`src/include/phy_timing_pkg.sv`:
```
// ----------------------------------------------------------------
// shared constants and carriers
// ----------------------------------------------------------------
package phy_timing_pkg;
    localparam int CLK_NS        = 10;
    // bit times per line rate
    localparam int BIT_NS_FAST   = 10;
    localparam int BIT_NS_SLOW   = 100;
    localparam int CPB_FAST      = BIT_NS_FAST / CLK_NS;
    localparam int CPB_SLOW      = BIT_NS_SLOW / CLK_NS;
    // host clock periods per mode
    localparam int PER_NS_MII_F  = 40;
    localparam int PER_NS_MII_S  = 400;
    localparam int PER_NS_SYM_F  = 40;
    localparam int PER_NS_SER_S  = 100;
    localparam int BITS_PER_NIB  = 4;
    localparam int SER_TX_DLY_BT = 8;
    localparam logic [3:0] ERR_NIB = 4'hf;
    // management clock limits
    localparam int MDC_HI_NS     = 160;
    localparam int MDC_LO_NS     = 160;
    localparam int MDC_PER_NS    = 400;
    localparam int MDC_HI_CYC    = (MDC_HI_NS + CLK_NS - 1) / CLK_NS;
    localparam int MDC_LO_CYC    = (MDC_LO_NS + CLK_NS - 1) / CLK_NS;
    localparam int MDC_PER_CYC   = (MDC_PER_NS + CLK_NS - 1) / CLK_NS;
    localparam int FIFO_DEPTH    = 32;

    typedef enum logic [1:0] {
        MODE_MII_FAST,
        MODE_MII_SLOW,
        MODE_SYM_FAST,
        MODE_SER_SLOW
    } mode_e;

    typedef struct packed {
        logic [3:0] txd;
        logic       en;
        logic       er;
    } tx_pins_s;

    typedef struct packed {
        logic [3:0] rxd;
        logic       dv;
        logic       er;
    } rx_pins_s;

    typedef struct packed {
        logic [3:0] nib;
        logic       er;
    } rx_word_s;
endpackage : phy_timing_pkg

```
`src/verilog/phy_mii_timing.sv`:
```
`timescale 1ns/1ps

// ----------------------------------------------------------------
// receive word buffer
// ----------------------------------------------------------------
module rx_word_fifo #(
    parameter int WIDTH = 5,
    parameter int DEPTH = 32
) (
    input  wire logic             clk,
    input  wire logic             srst,
    input  wire logic             in_valid,
    output logic                  in_ready,
    input  wire logic [WIDTH-1:0] in_data,
    output logic                  out_valid,
    input  wire logic             out_ready,
    output logic      [WIDTH-1:0] out_data
);
    localparam int AW = $clog2(DEPTH);

    logic [WIDTH-1:0] mem_q [DEPTH];
    logic [AW-1:0]    wr_q;
    logic [AW-1:0]    rd_q;
    logic [AW:0]      cnt_q;
    logic             push;
    logic             pop;

    if (DEPTH < 2 || (1 << AW) != DEPTH) begin : g_chk
        $error("fifo depth must be a power of two");
    end

    // honest full and empty
    assign in_ready  = (cnt_q != (AW+1)'(DEPTH));
    assign out_valid = (cnt_q != '0);
    assign out_data  = mem_q[rd_q];
    assign push      = in_valid & in_ready;
    assign pop       = out_valid & out_ready;

    // storage
    always_ff @(posedge clk) begin
        if (push) begin
            mem_q[wr_q] <= in_data;
        end
    end

    // pointers and fill level
    always_ff @(posedge clk) begin
        if (srst) begin
            wr_q  <= '0;
            rd_q  <= '0;
            cnt_q <= '0;
        end else begin
            if (push) begin
                wr_q <= wr_q + 1'b1;
            end
            if (pop) begin
                rd_q <= rd_q + 1'b1;
            end
            cnt_q <= cnt_q + {{AW{1'b0}}, push} - {{AW{1'b0}}, pop};
        end
    end
endmodule : rx_word_fifo

// ----------------------------------------------------------------
// host clocks, latencies and line path
// ----------------------------------------------------------------
module phy_mii_timing
    import phy_timing_pkg::*;
#(
    parameter int RX_FIFO_DEPTH = FIFO_DEPTH
) (
    input  wire logic       CLK,
    input  wire logic       SRST,
    input  wire logic [1:0] MODE,
    output logic            TX_CLK,
    output logic            RX_CLK,
    input  tx_pins_s        TX_IN,
    output rx_pins_s        RX_OUT,
    input  wire logic       RX_STALL,
    output logic            RX_FIFO_READY,
    input  wire logic       LINE_RECEIVE_PAIR,
    input  wire logic       LINE_RX_ACTIVE,
    output logic            LINE_TRANSMIT_PAIR,
    output logic            LINE_TX_ACTIVE,
    input  wire logic       MDC,
    output logic            MDC_TIMING_ERR
);
    localparam int ASYNC_W = 6 + $bits(tx_pins_s);
    localparam int PH_W    = $clog2(CPB_SLOW);

    logic [ASYNC_W-1:0] s1_q;
    logic [ASYNC_W-1:0] s2_q;
    logic [1:0]         mode_raw;
    tx_pins_s           tx_s;
    logic               line_rx;
    logic               line_act;
    logic               stall;
    logic               mdc_s;
    mode_e              mode;
    mode_e              mode_q;
    logic               mode_chg;
    logic               slow;
    logic               ser;
    logic               nib_mode;
    logic [PH_W-1:0]    cpb_m1;
    logic [PH_W-1:0]    bph_q;
    logic [1:0]         bidx_q;
    logic               bit_tick;
    logic               clk_d;
    logic               clk_q;
    logic               rise_q;
    logic               take_q;
    logic [3:0]         tx_nib;
    logic [2:0]         sh_q;
    logic [PH_W-1:0]    tph_q;
    logic               line_q;
    logic               lact_q;
    logic [1:0]         dly_q [SER_TX_DLY_BT];
    logic               serial_rx_bit;
    logic               serial_tx_bit;
    logic               serial_tx_enable;
    logic [2:0]         nib_q;
    logic               seen_q;
    logic               ovf_q;
    rx_word_s           wr_word;
    rx_word_s           rd_word;
    logic               push_v;
    logic               push_rdy;
    logic               rd_valid;
    logic               pop;
    rx_pins_s           rx_q;
    logic               mdc_d_q;
    logic [7:0]         mcnt_q;
    logic [7:0]         mper_q;
    logic               merr_q;

    if (PER_NS_MII_F != BITS_PER_NIB * BIT_NS_FAST || BITS_PER_NIB != 4 ||
        PER_NS_MII_S != BITS_PER_NIB * BIT_NS_SLOW ||
        PER_NS_SYM_F != BITS_PER_NIB * BIT_NS_FAST ||
        PER_NS_SER_S != BIT_NS_SLOW || CPB_FAST != 1) begin : g_chk
        $error("clock periods do not fit the divider");
    end

    // two-stage capture of every outside input apart from CLK and SRST
    always_ff @(posedge CLK) begin
        if (SRST) begin
            s1_q <= '0;
            s2_q <= '0;
        end else begin
            s1_q <= {MODE, TX_IN, LINE_RECEIVE_PAIR, LINE_RX_ACTIVE, RX_STALL, MDC};
            s2_q <= s1_q;
        end
    end

    assign {mode_raw, tx_s, line_rx, line_act, stall, mdc_s} = s2_q;
    assign mode     = mode_e'(mode_raw);
    assign ser      = (mode == MODE_SER_SLOW);
    assign slow     = ser || (mode == MODE_MII_SLOW);
    assign nib_mode = !ser;

    // mode one cycle back, marks the cycle of a mode switch
    always_ff @(posedge CLK) begin
        if (SRST) begin
            mode_q <= MODE_MII_FAST;
        end else begin
            mode_q <= mode;
        end
    end

    assign mode_chg = (mode != mode_q);

    // ------------------------------------------------------------
    // bit-time divider and host clocks
    // ------------------------------------------------------------
    assign cpb_m1   = slow ? PH_W'(CPB_SLOW - 1) : PH_W'(CPB_FAST - 1);
    assign bit_tick = (bph_q >= cpb_m1); // slow phase left over ends at once

    // bit phase and bit-in-nibble index
    always_ff @(posedge CLK) begin
        if (SRST) begin
            bph_q  <= '0;
            bidx_q <= '0;
        end else if (bit_tick) begin
            bph_q  <= '0;
            bidx_q <= bidx_q + 2'd1;
        end else begin
            bph_q  <= bph_q + 1'b1;
        end
    end

    // nibble clock spans four bits, serial clock one bit
    assign clk_d = ser ? (bph_q >= PH_W'(CPB_SLOW / 2)) : bidx_q[1];

    // clock register and tx sampling point
    always_ff @(posedge CLK) begin
        if (SRST) begin
            clk_q  <= 1'b0;
            rise_q <= 1'b0;
            take_q <= 1'b0;
        end else begin
            clk_q  <= clk_d;
            rise_q <= clk_d & ~clk_q;
            take_q <= rise_q;
        end
    end

    assign TX_CLK = clk_q;
    assign RX_CLK = clk_q;

    // ------------------------------------------------------------
    // transmit path
    // ------------------------------------------------------------
    assign tx_nib           = (tx_s.en & tx_s.er) ? ERR_NIB : tx_s.txd;
    assign serial_tx_bit    = tx_s.txd[0];
    assign serial_tx_enable = tx_s.en;

    // serial delay line, one stage per bit time
    always_ff @(posedge CLK) begin
        if (SRST) begin
            for (int i = 0; i < SER_TX_DLY_BT; i++) begin
                dly_q[i] <= '0;
            end
        end else if (ser && take_q) begin
            dly_q[0] <= {serial_tx_enable, serial_tx_bit};
            for (int i = 1; i < SER_TX_DLY_BT; i++) begin
                dly_q[i] <= dly_q[i-1];
            end
        end
    end

    // nibble serialiser, low bit first
    always_ff @(posedge CLK) begin
        if (SRST) begin
            sh_q   <= '0;
            tph_q  <= '0;
            line_q <= 1'b0;
            lact_q <= 1'b0;
        end else if (ser) begin
            if (take_q) begin
                line_q <= dly_q[SER_TX_DLY_BT-1][0];
                lact_q <= dly_q[SER_TX_DLY_BT-1][1];
            end
        end else if (take_q) begin
            line_q <= tx_nib[0];
            lact_q <= tx_s.en;
            sh_q   <= tx_nib[3:1];
            tph_q  <= '0;
        end else if (tph_q == cpb_m1) begin
            line_q <= sh_q[0];
            sh_q   <= {1'b0, sh_q[2:1]};
            tph_q  <= '0;
        end else begin
            tph_q  <= tph_q + 1'b1;
        end
    end

    assign LINE_TRANSMIT_PAIR = line_q;
    assign LINE_TX_ACTIVE     = lact_q;

    // ------------------------------------------------------------
    // receive path
    // ------------------------------------------------------------
    assign serial_rx_bit = line_rx & line_act;

    // nibble assembly aligned to the clock phase
    always_ff @(posedge CLK) begin
        if (SRST) begin
            nib_q  <= '0;
            seen_q <= 1'b0;
        end else if (nib_mode && bit_tick) begin
            if (bidx_q == 2'd3) begin
                nib_q  <= '0;
                seen_q <= 1'b0;
            end else begin
                nib_q  <= nib_q | (3'(serial_rx_bit) << bidx_q);
                seen_q <= seen_q | line_act;
            end
        end
    end

    assign push_v  = nib_mode & bit_tick & (bidx_q == 2'd3) & (seen_q | line_act);
    assign wr_word = '{nib: {serial_rx_bit, nib_q}, er: ovf_q};

    // refused word marks the next one as errored
    always_ff @(posedge CLK) begin
        if (SRST) begin
            ovf_q <= 1'b0;
        end else if (push_v) begin
            ovf_q <= ~push_rdy;
        end
    end

    rx_word_fifo #(
        .WIDTH ($bits(rx_word_s)),
        .DEPTH (RX_FIFO_DEPTH)
    ) u_rx_fifo (
        .clk       (CLK),
        .srst      (SRST),
        .in_valid  (push_v),
        .in_ready  (push_rdy),
        .in_data   (wr_word),
        .out_valid (rd_valid),
        .out_ready (pop),
        .out_data  (rd_word)
    );

    assign RX_FIFO_READY = push_rdy;
    assign pop = nib_mode & bit_tick & (bidx_q == 2'd0) & rd_valid & ~stall;

    // nibble-mode host outputs change while the clock is low, the serial bit while it is high
    always_ff @(posedge CLK) begin
        if (SRST) begin
            rx_q <= '0;
        end else if (ser && bit_tick) begin
            rx_q <= '{rxd: {3'h0, serial_rx_bit}, dv: line_act, er: 1'b0};
        end else if (nib_mode && bit_tick && bidx_q == 2'd0) begin
            rx_q <= pop ? '{rxd: rd_word.nib, dv: 1'b1, er: rd_word.er} : '0;
        end
    end

    assign RX_OUT = rx_q;

    // ------------------------------------------------------------
    // management clock monitor
    // ------------------------------------------------------------
    always_ff @(posedge CLK) begin
        if (SRST) begin
            mdc_d_q <= 1'b0;
            mcnt_q  <= 8'hff;
            mper_q  <= 8'hff;
            merr_q  <= 1'b0;
        end else begin
            mdc_d_q <= mdc_s;
            mcnt_q  <= (mdc_s != mdc_d_q) ? 8'h01 : mcnt_q + {7'h00, mcnt_q != 8'hff};
            mper_q  <= (mdc_s & ~mdc_d_q) ? 8'h01 : mper_q + {7'h00, mper_q != 8'hff};
            if (~mdc_s & mdc_d_q & (mcnt_q < 8'(MDC_HI_CYC))) begin
                merr_q <= 1'b1;
            end
            if (mdc_s & ~mdc_d_q &
                ((mcnt_q < 8'(MDC_LO_CYC)) | (mper_q < 8'(MDC_PER_CYC)))) begin
                merr_q <= 1'b1;
            end
        end
    end

    assign MDC_TIMING_ERR = merr_q;
endmodule : phy_mii_timing
```
`config.mk`:
```
export PLATFORM = sky130hd
export DESIGN_NAME = phy_mii_timing
export DESIGN_NICKNAME = d
export VERILOG_FILES = /design/src/include/phy_timing_pkg.sv /design/src/verilog/phy_mii_timing.sv
export SDC_FILE = /design/constraint.sdc
export NUM_CORES = 1
export LEC_CHECK = 0
export BUFFER_PORTS_ARGS = -buffer_cell sky130_fd_sc_hd__buf_2
export CORE_MARGIN = 4
export CORE_UTILIZATION = 40
export DETAILED_ROUTE_END_ITERATION = 8
export SYNTH_ARGS = -nofsm -noshare
export SYNTH_HDL_FRONTEND = slang
export SYNTH_HIERARCHICAL = 1
export SYNTH_SLANG_ARGS = --single-unit
```
`constraint.sdc`:
```
create_clock -name CLK -period 10.4 [get_ports CLK]
set_input_delay 0.52 -clock CLK [delete_from_list [all_inputs] [get_ports CLK]]
set_output_delay 0.52 -clock CLK [all_outputs]
set_load 0.1 [all_outputs]
```
==> results.tsv, run 1 <==
metric	value	unit
drv_slew	0	
clkPwrFrac	37.0	%
layout.nets	860	
cts_buffers	28	
drt_iter0_drc	392	
dieArea	29900	sq um
endpoint	u_rx_fifo/cnt_q[4]	
start_util	40.5	%
first_global_vias	5892	
core.rowCount	60	
min_path_type	input port to register	
fp.dieW	173	um
drive_above_1_share	11.7	%
p_leak	4.13	nW
async_flop_share	0	%
grt_antenna_before_repair	0	
cts_setup_buffers	0	
synth_seq_cells	268	
drv_cap	0	
wire_per_inst	17.3	um
status	finished clean	
synth_cells	793	
reg2reg_slack	6.83	ns
drcViolationCount	0	
combPwrFrac	17.4	%
path_clk_slew	0.06	ns
slew-limit-headroom	20.0	%
utilization	45.5	%
internal_power	0.00200	W
syn-num-nets	836	
antenna_cells	0	
holdBufCountCts	0	
gp_congestion	0.741	
die_h	173	um
cp-start-kind	register	
totalWireLength	20400	um
cts.sinks	268	
timing.final.crit_share	34.4	%
h-tree-depth	1	
cp.arrival	3.96	ns
drtAntennaViolNets	0	
yosys_warnings	6	
required	10.79	ns
p_sw_share	26.6	%
dp_hpwl	13200	um
cp_max_fo	9	
setup_viol_count_final	0	
num_vias	6055	
tightest_slew	1.20	ns
ir_worst_vdd	0.127	mV
p_per_area	222	nW/um^2
cts-resized-gates	0	
startpoint	bph_q[0]	
boundaryPins	26	
fin_worst_skew	0.0189	ns
fp.coreArea	26900	sq um
r2r-end	u_rx_fifo/cnt_q[4]	
synth_flop_cell	edfxtp_1	
vias_per_cell	5.13	
syn-cell-area	10900	sq um
tns	0	ns
grt_pass1_wl	32700	um
yosysSeqAreaShare	65.4	%
worst_setup_path_end_kind	register	
cts_tree	built	
r2r-start	bph_q[0]	
syn_area_per_cell	13.7	sq um
switchingPower	0.000723	W
firstDrtPassIters	7	
fill_cells	2401	
grt_use_total	13.4	%
grt_max_degree	60	
finalHoldViolations	0	
critical_path_class	register to register	
reg2regPathDepth	16	
gr-total-overflow	0	
rsz0062_at_grt	no	
seqPwrFrac	45.6	%
cts_root_buffer	clkbuf_16	
post-route-min-period	3.57	ns
io_buffers	25	
fmax	0.280	GHz
clk_latency	0.53	ns
synth_edf_count	176	
syn2layout_area_growth	12.4	%
synth_cell_types	67	
cts_buffer_depth	3	
## cell usage in the layout, fill, tap and decap left out, drive strengths merged, types with 4 or more instances in the layout
cell type    n
clkbuf      36
nor3         7
nand3       30
nor4         6
mux4        20
bufinv       4
xnor2        9
inv         30
ha          28
and3         9
and2        17
nor2        63
nor2b       35
a221oi       9
clkinv      11
buf         29
o21a         6
a22o         5
nand4       10
xor2        18
a22oi       10
nand2       43
o21ai       20
edfxtp     176
dfxtp       92
mux2i       40
a21oi       30
a21o         7
## final cells by class
| type | instances | area [sq um] | area share [%] |
|---|---|---|---|
| Clock buffer | 36 | 772 | 6.31 |
| Clock inverter | 16 | 174 | 1.42 |
| Inverter | 29 | 109 | 0.889 |
| Multi-Input combinational cell | 461 | 3480 | 28.4 |
| Sequential cell | 268 | 7130 | 58.2 |
| Tap cell | 341 | 427 | 3.49 |
| Timing Repair Buffer | 29 | 155 | 1.27 |
## cells in the mapped netlist, types with 17 or more instances
library cell / count / area share (%)
xor2_1: 18 / 1.4
edfxtp_1: 176 / 49
a21oi_1: 27 / 1.2
nor2_1: 62 / 2.1
clkbuf_1: 18 / 0.62
nand3_1: 30 / 1.4
and2_1: 17 / 0.98
ha_1: 28 / 3.2
nor2b_1: 35 / 2.0
inv_1: 27 / 0.93
dfxtp_1: 92 / 17
nand2_1: 43 / 1.5
mux2i_1: 40 / 3.7
## worst min path at each step
stage / startpoint / to / slack, ns / cells past startpoint
after floorplan: s1_q[0] / s2_q[0] / 0.41 / 1
after global placement: s1_q[0] / s2_q[0] / 0.42 / 1
after detailed placement: s1_q[2] / s2_q[2] / 0.42 / 1
after CTS: TX_IN[2] / s1_q[6] / 0.17 / 2
after global routing: TX_IN[1] / s1_q[5] / 0.17 / 2
final: TX_IN[2] / s1_q[6] / 0.19 / 2
## state kept, by name, indices dropped and copies added (netlist names), 2 cells and up, named ones only
signal	cells
tph_q	4
s1_q	12
nib_q	3
u_rx_fifo/cnt_q	6
mper_q	8
RX_OUT	6
u_rx_fifo/mem_q	160
mcnt_q	8
bidx_q	2
u_rx_fifo/wr_q	5
bph_q	4
dly_q	16
sh_q	3
u_rx_fifo/rd_q	5
s2_q	12
## routing by layer
| layer | wire length [um] | up-vias | part of all wire (%) | global-route usage, % |
|---|---|---|---|---|
| met5 | 0 | - | 0 | 0 |
| met4 | 350 | 0 | 1.7 | 3.29 |
| met3 | 734 | 31 | 3.6 | 2.32 |
| met2 | 9590 | 94 | 47 | 21.7 |
| met1 | 9720 | 2952 | 48 | 19.1 |
| li1 | - | 2978 | - | - |
## cell families after synthesis
| group | share of synthesized area, % |
|---|---|
| flops | 65.4 |
| simple gates | 11.3 |
| compound gates | 6.98 |
| buf+inv | 2.68 |
| mux | 8.08 |
| fa+ha+maj | 3.40 |
| xor+xnor | 2.17 |
## critical path: stages, from the launching register on
cell      delay [ns]
dfxtp_1         0.39
inv_1           0.08
ha_1            0.29
or4b_4          0.57
a21oi_4         0.29
nor2_2          0.10
and2_1          0.22
inv_2           0.10
ha_1            0.23
inv_1           0.06
ha_1            0.16
inv_1           0.05
fa_1            0.39
nand2b_1        0.16
a21oi_1         0.17
o21a_1          0.13
nor3_1          0.04
## power groups by stage
stage	clock (W)	sequential [W]	combinational [W]
finish	0.00101	0.00124	0.000473
global route	0.00109	0.00125	0.000531
CTS	0.00103	0.00124	0.000479
detailed placement	0	0.00126	0.000475
global placement	0	0.00126	0.000468
floorplan	0	0.00130	0.000333
## stage by stage
| step | std cells | hold slack [ns] | total power, W | setup WS [ns] | instance area (sq um) |
|---|---|---|---|---|---|
| 2_1_floorplan | 793 | 0.414 | 0.00163 | 6.65 | 10900 |
| 3_3_place_gp | 1128 | 0.418 | 0.00173 | 6.87 | 11300 |
| 3_5_place_dp | 1128 | 0.422 | 0.00174 | 6.83 | 11300 |
| 4_1_cts | 1180 | 0.165 | 0.00275 | 6.81 | 12200 |
| 5_1_grt | 1180 | 0.174 | 0.00287 | 6.57 | 12200 |
| 6_report | 1180 | 0.194 | 0.00272 | 6.83 | 12200 |
(Power assumes the default switching activity.)
==> run 2: changes to the inputs <==
- clock period: 10.4 -> 3.2 ns (I/O delays scaled with it)
==> results.tsv, run 2 (synthesis gave the netlist of run 1 again) <==
metric	value	unit	change
layout.nets	890		+3.5%
largest_reg_flops	160		unchanged
min_path_type	input port to register		
reg2regPathDepth	16		unchanged
core.rowCount	60		unchanged
fin_ws	0.127	ns	-6.70 ns
syn2layout_area_growth	15.2	%	
fp.coreArea	26900	sq um	unchanged
grt_use_total	13.7	%	+0.27 points
num_vias	6181		+2.1%
cts_buffer_depth	3		unchanged
p_leak	4.35	nW	+5.3%
ir_worst_vdd	0.468	mV	+270%
path_clk_slew	0.06	ns	about the same
grt_pass1_wl	33400	um	+2.4%
antenna_cells	0		unchanged
worst_setup_path_end_kind	register		
crit_chain	inv_2, ha_4, or4b_4, a21o_4, and3_4, nand2_4, inv_4, ha_4, inv_2, ha_4, inv_2, fa_2, nand2b_4, a21oi_4, o21a_1, nor3_1		
setup_viol_count_final	0		unchanged
critical_path_class	register to register		
p_total	0.00877	W	+220%
p_per_area	699	nW/um^2	+210%
post-route-min-period	3.07	ns	-0.502 ns
layout_common_cells	edfxtp_1 (176), dfxtp_1 (89), nor2_1 (62)		
finalHoldViolations	0		unchanged
timing.final.crit_share	96.0	%	+62 points
drive_above_1_share	16.0	%	+4.3 points
dieArea	29900	sq um	unchanged
grt_max_degree	70		+17%
wire_per_inst	17.2	um	-0.26%
firstDrtPassIters	5		-2
dp_hpwl	13600	um	+2.9%
drtAntennaViolNets	0		unchanged
totalWireLength	20800	um	+2.2%
drv_cap	0		unchanged
start_util	40.5	%	unchanged
die_h	173	um	unchanged
cp-start-kind	register		
tightest_slew	1.27	ns	+0.0739 ns
path_buf_inv	4		unchanged
status	finished clean		
largest-register	u_rx_fifo/mem_q		
whs_path_depth	3		+1
vias_per_cell	5.11		-0.37%
slew-limit-headroom	15.1	%	-4.9 points
drt_iter0_drc	352		-10%
grt_antenna_before_repair	0		unchanged
first_global_vias	6127		+4.0%
crit_cells	16		unchanged
boundaryPins	26		unchanged
slowest_delay	0.58	ns	about the same
cp.arrival	3.45	ns	-0.51 ns
cts_buffers	27		-3.6%
place_ws	0.0379	ns	-6.80 ns
cts.sinks	268		unchanged
io_buffers	25		unchanged
final_common_cell	edfxtp_1		
fp.dieW	173	um	unchanged
cts_root_buffer	clkbuf_16		
gp_congestion	0.764		+3.1%
fmax	0.325	GHz	+16%
drv_slew	0		unchanged
clk_latency	0.54	ns	about the same
drcViolationCount	0		unchanged
critPathTopFamily	simple AND/OR/NAND/NOR gates		
cp_max_fo	4		-5
required	3.58	ns	-7.21 ns
h-tree-depth	1		unchanged
reg_top3	u_rx_fifo/mem_q: 160 flops, dly_q: 16 flops		
fin_worst_skew	0.0183	ns	-0.000577 ns
slowest_stage	or4b_4		
cts_tree	built		
gr-total-overflow	0		unchanged
run 2: cell count changes in the layout (fill, tap and decap cells not counted), sizes merged:
cell	change
buf	+19
bufinv	-4
clkbuf	+7
clkinv	-5
dlygate4sd3	+12
run 2: final cells by class:
type | count | area [sq um]
fillers | 2393 | 14300
flip-flops and latches | 268 | 7130
multi-input cells | 461 | 3560
clock buffers | 43 | 856
well taps | 341 | 427
repair buffers | 60 | 418
inverters | 29 | 114
clock inverters | 7 | 48.8
run 2: timing repair:
action / in CTS / in global routing
endpoints found under the hold margin: 12 / 0
buffers inserted: 0 / 3
hold buffers: 12 / 0
endpoints found under the setup margin: 0 / 1
gates resized for setup: 0 / 10
run 2: worst paths after layout:
kind                              to  slack (ns)  startpoint
hold / removal             mcnt_q[2]        0.16        SRST
setup / recovery  u_rx_fifo/cnt_q[4]        0.13    bph_q[0]
setup reg to reg  u_rx_fifo/cnt_q[4]        0.13    bph_q[0]
hold reg to reg              s2_q[0]        0.43     s1_q[0]
run 2: power by group:
part | leakage, nW | switching (W) | internal, W
Combinational | 1.53 | 0.000936 | 0.000708
Sequential | 2.36 | 0.000179 | 0.00386
Clock | 0.455 | 0.00126 | 0.00183
Total | 4.35 | 0.00237 | 0.00640
run 2: worst reg2reg max path: cells and delay by family (launching register included):
family | cells | cell delay, ns
buf+inv | 4 | 0.20
flops | 1 | 0.32
simple gates | 5 | 1.03
fa+ha+maj | 4 | 0.87
compound gates | 3 | 0.51
run 2: metrics by stage:
stage / cells / area [sq um] / hold slack, ns / utilization (%) / TNS (ns)
4_1_cts: 1206 / 12500 / 0.133 / 46.5 / 0
5_1_grt: 1209 / 12600 / 0.179 / 46.7 / -0.0117
3_5_place_dp: 1144 / 11500 / 0.373 / 42.7 / 0
3_3_place_gp: 1144 / 11500 / 0.367 / 42.7 / 0
2_1_floorplan: 793 / 11000 / 0.288 / - / -0.0634
6_report: 1209 / 12600 / 0.156 / 46.7 / 0
run 2: per-layer routing:
| metal | vias to the layer above | global-route usage [%] | wire length (um) |
|---|---|---|---|
| met1 | 2989 | 19.3 | 9810 |
| li1 | 3040 | - | - |
| met3 | 32 | 2.06 | 732 |
| met4 | 0 | 3.09 | 393 |
| met2 | 120 | 22.7 | 9910 |
| met5 | - | 0 | 0 |
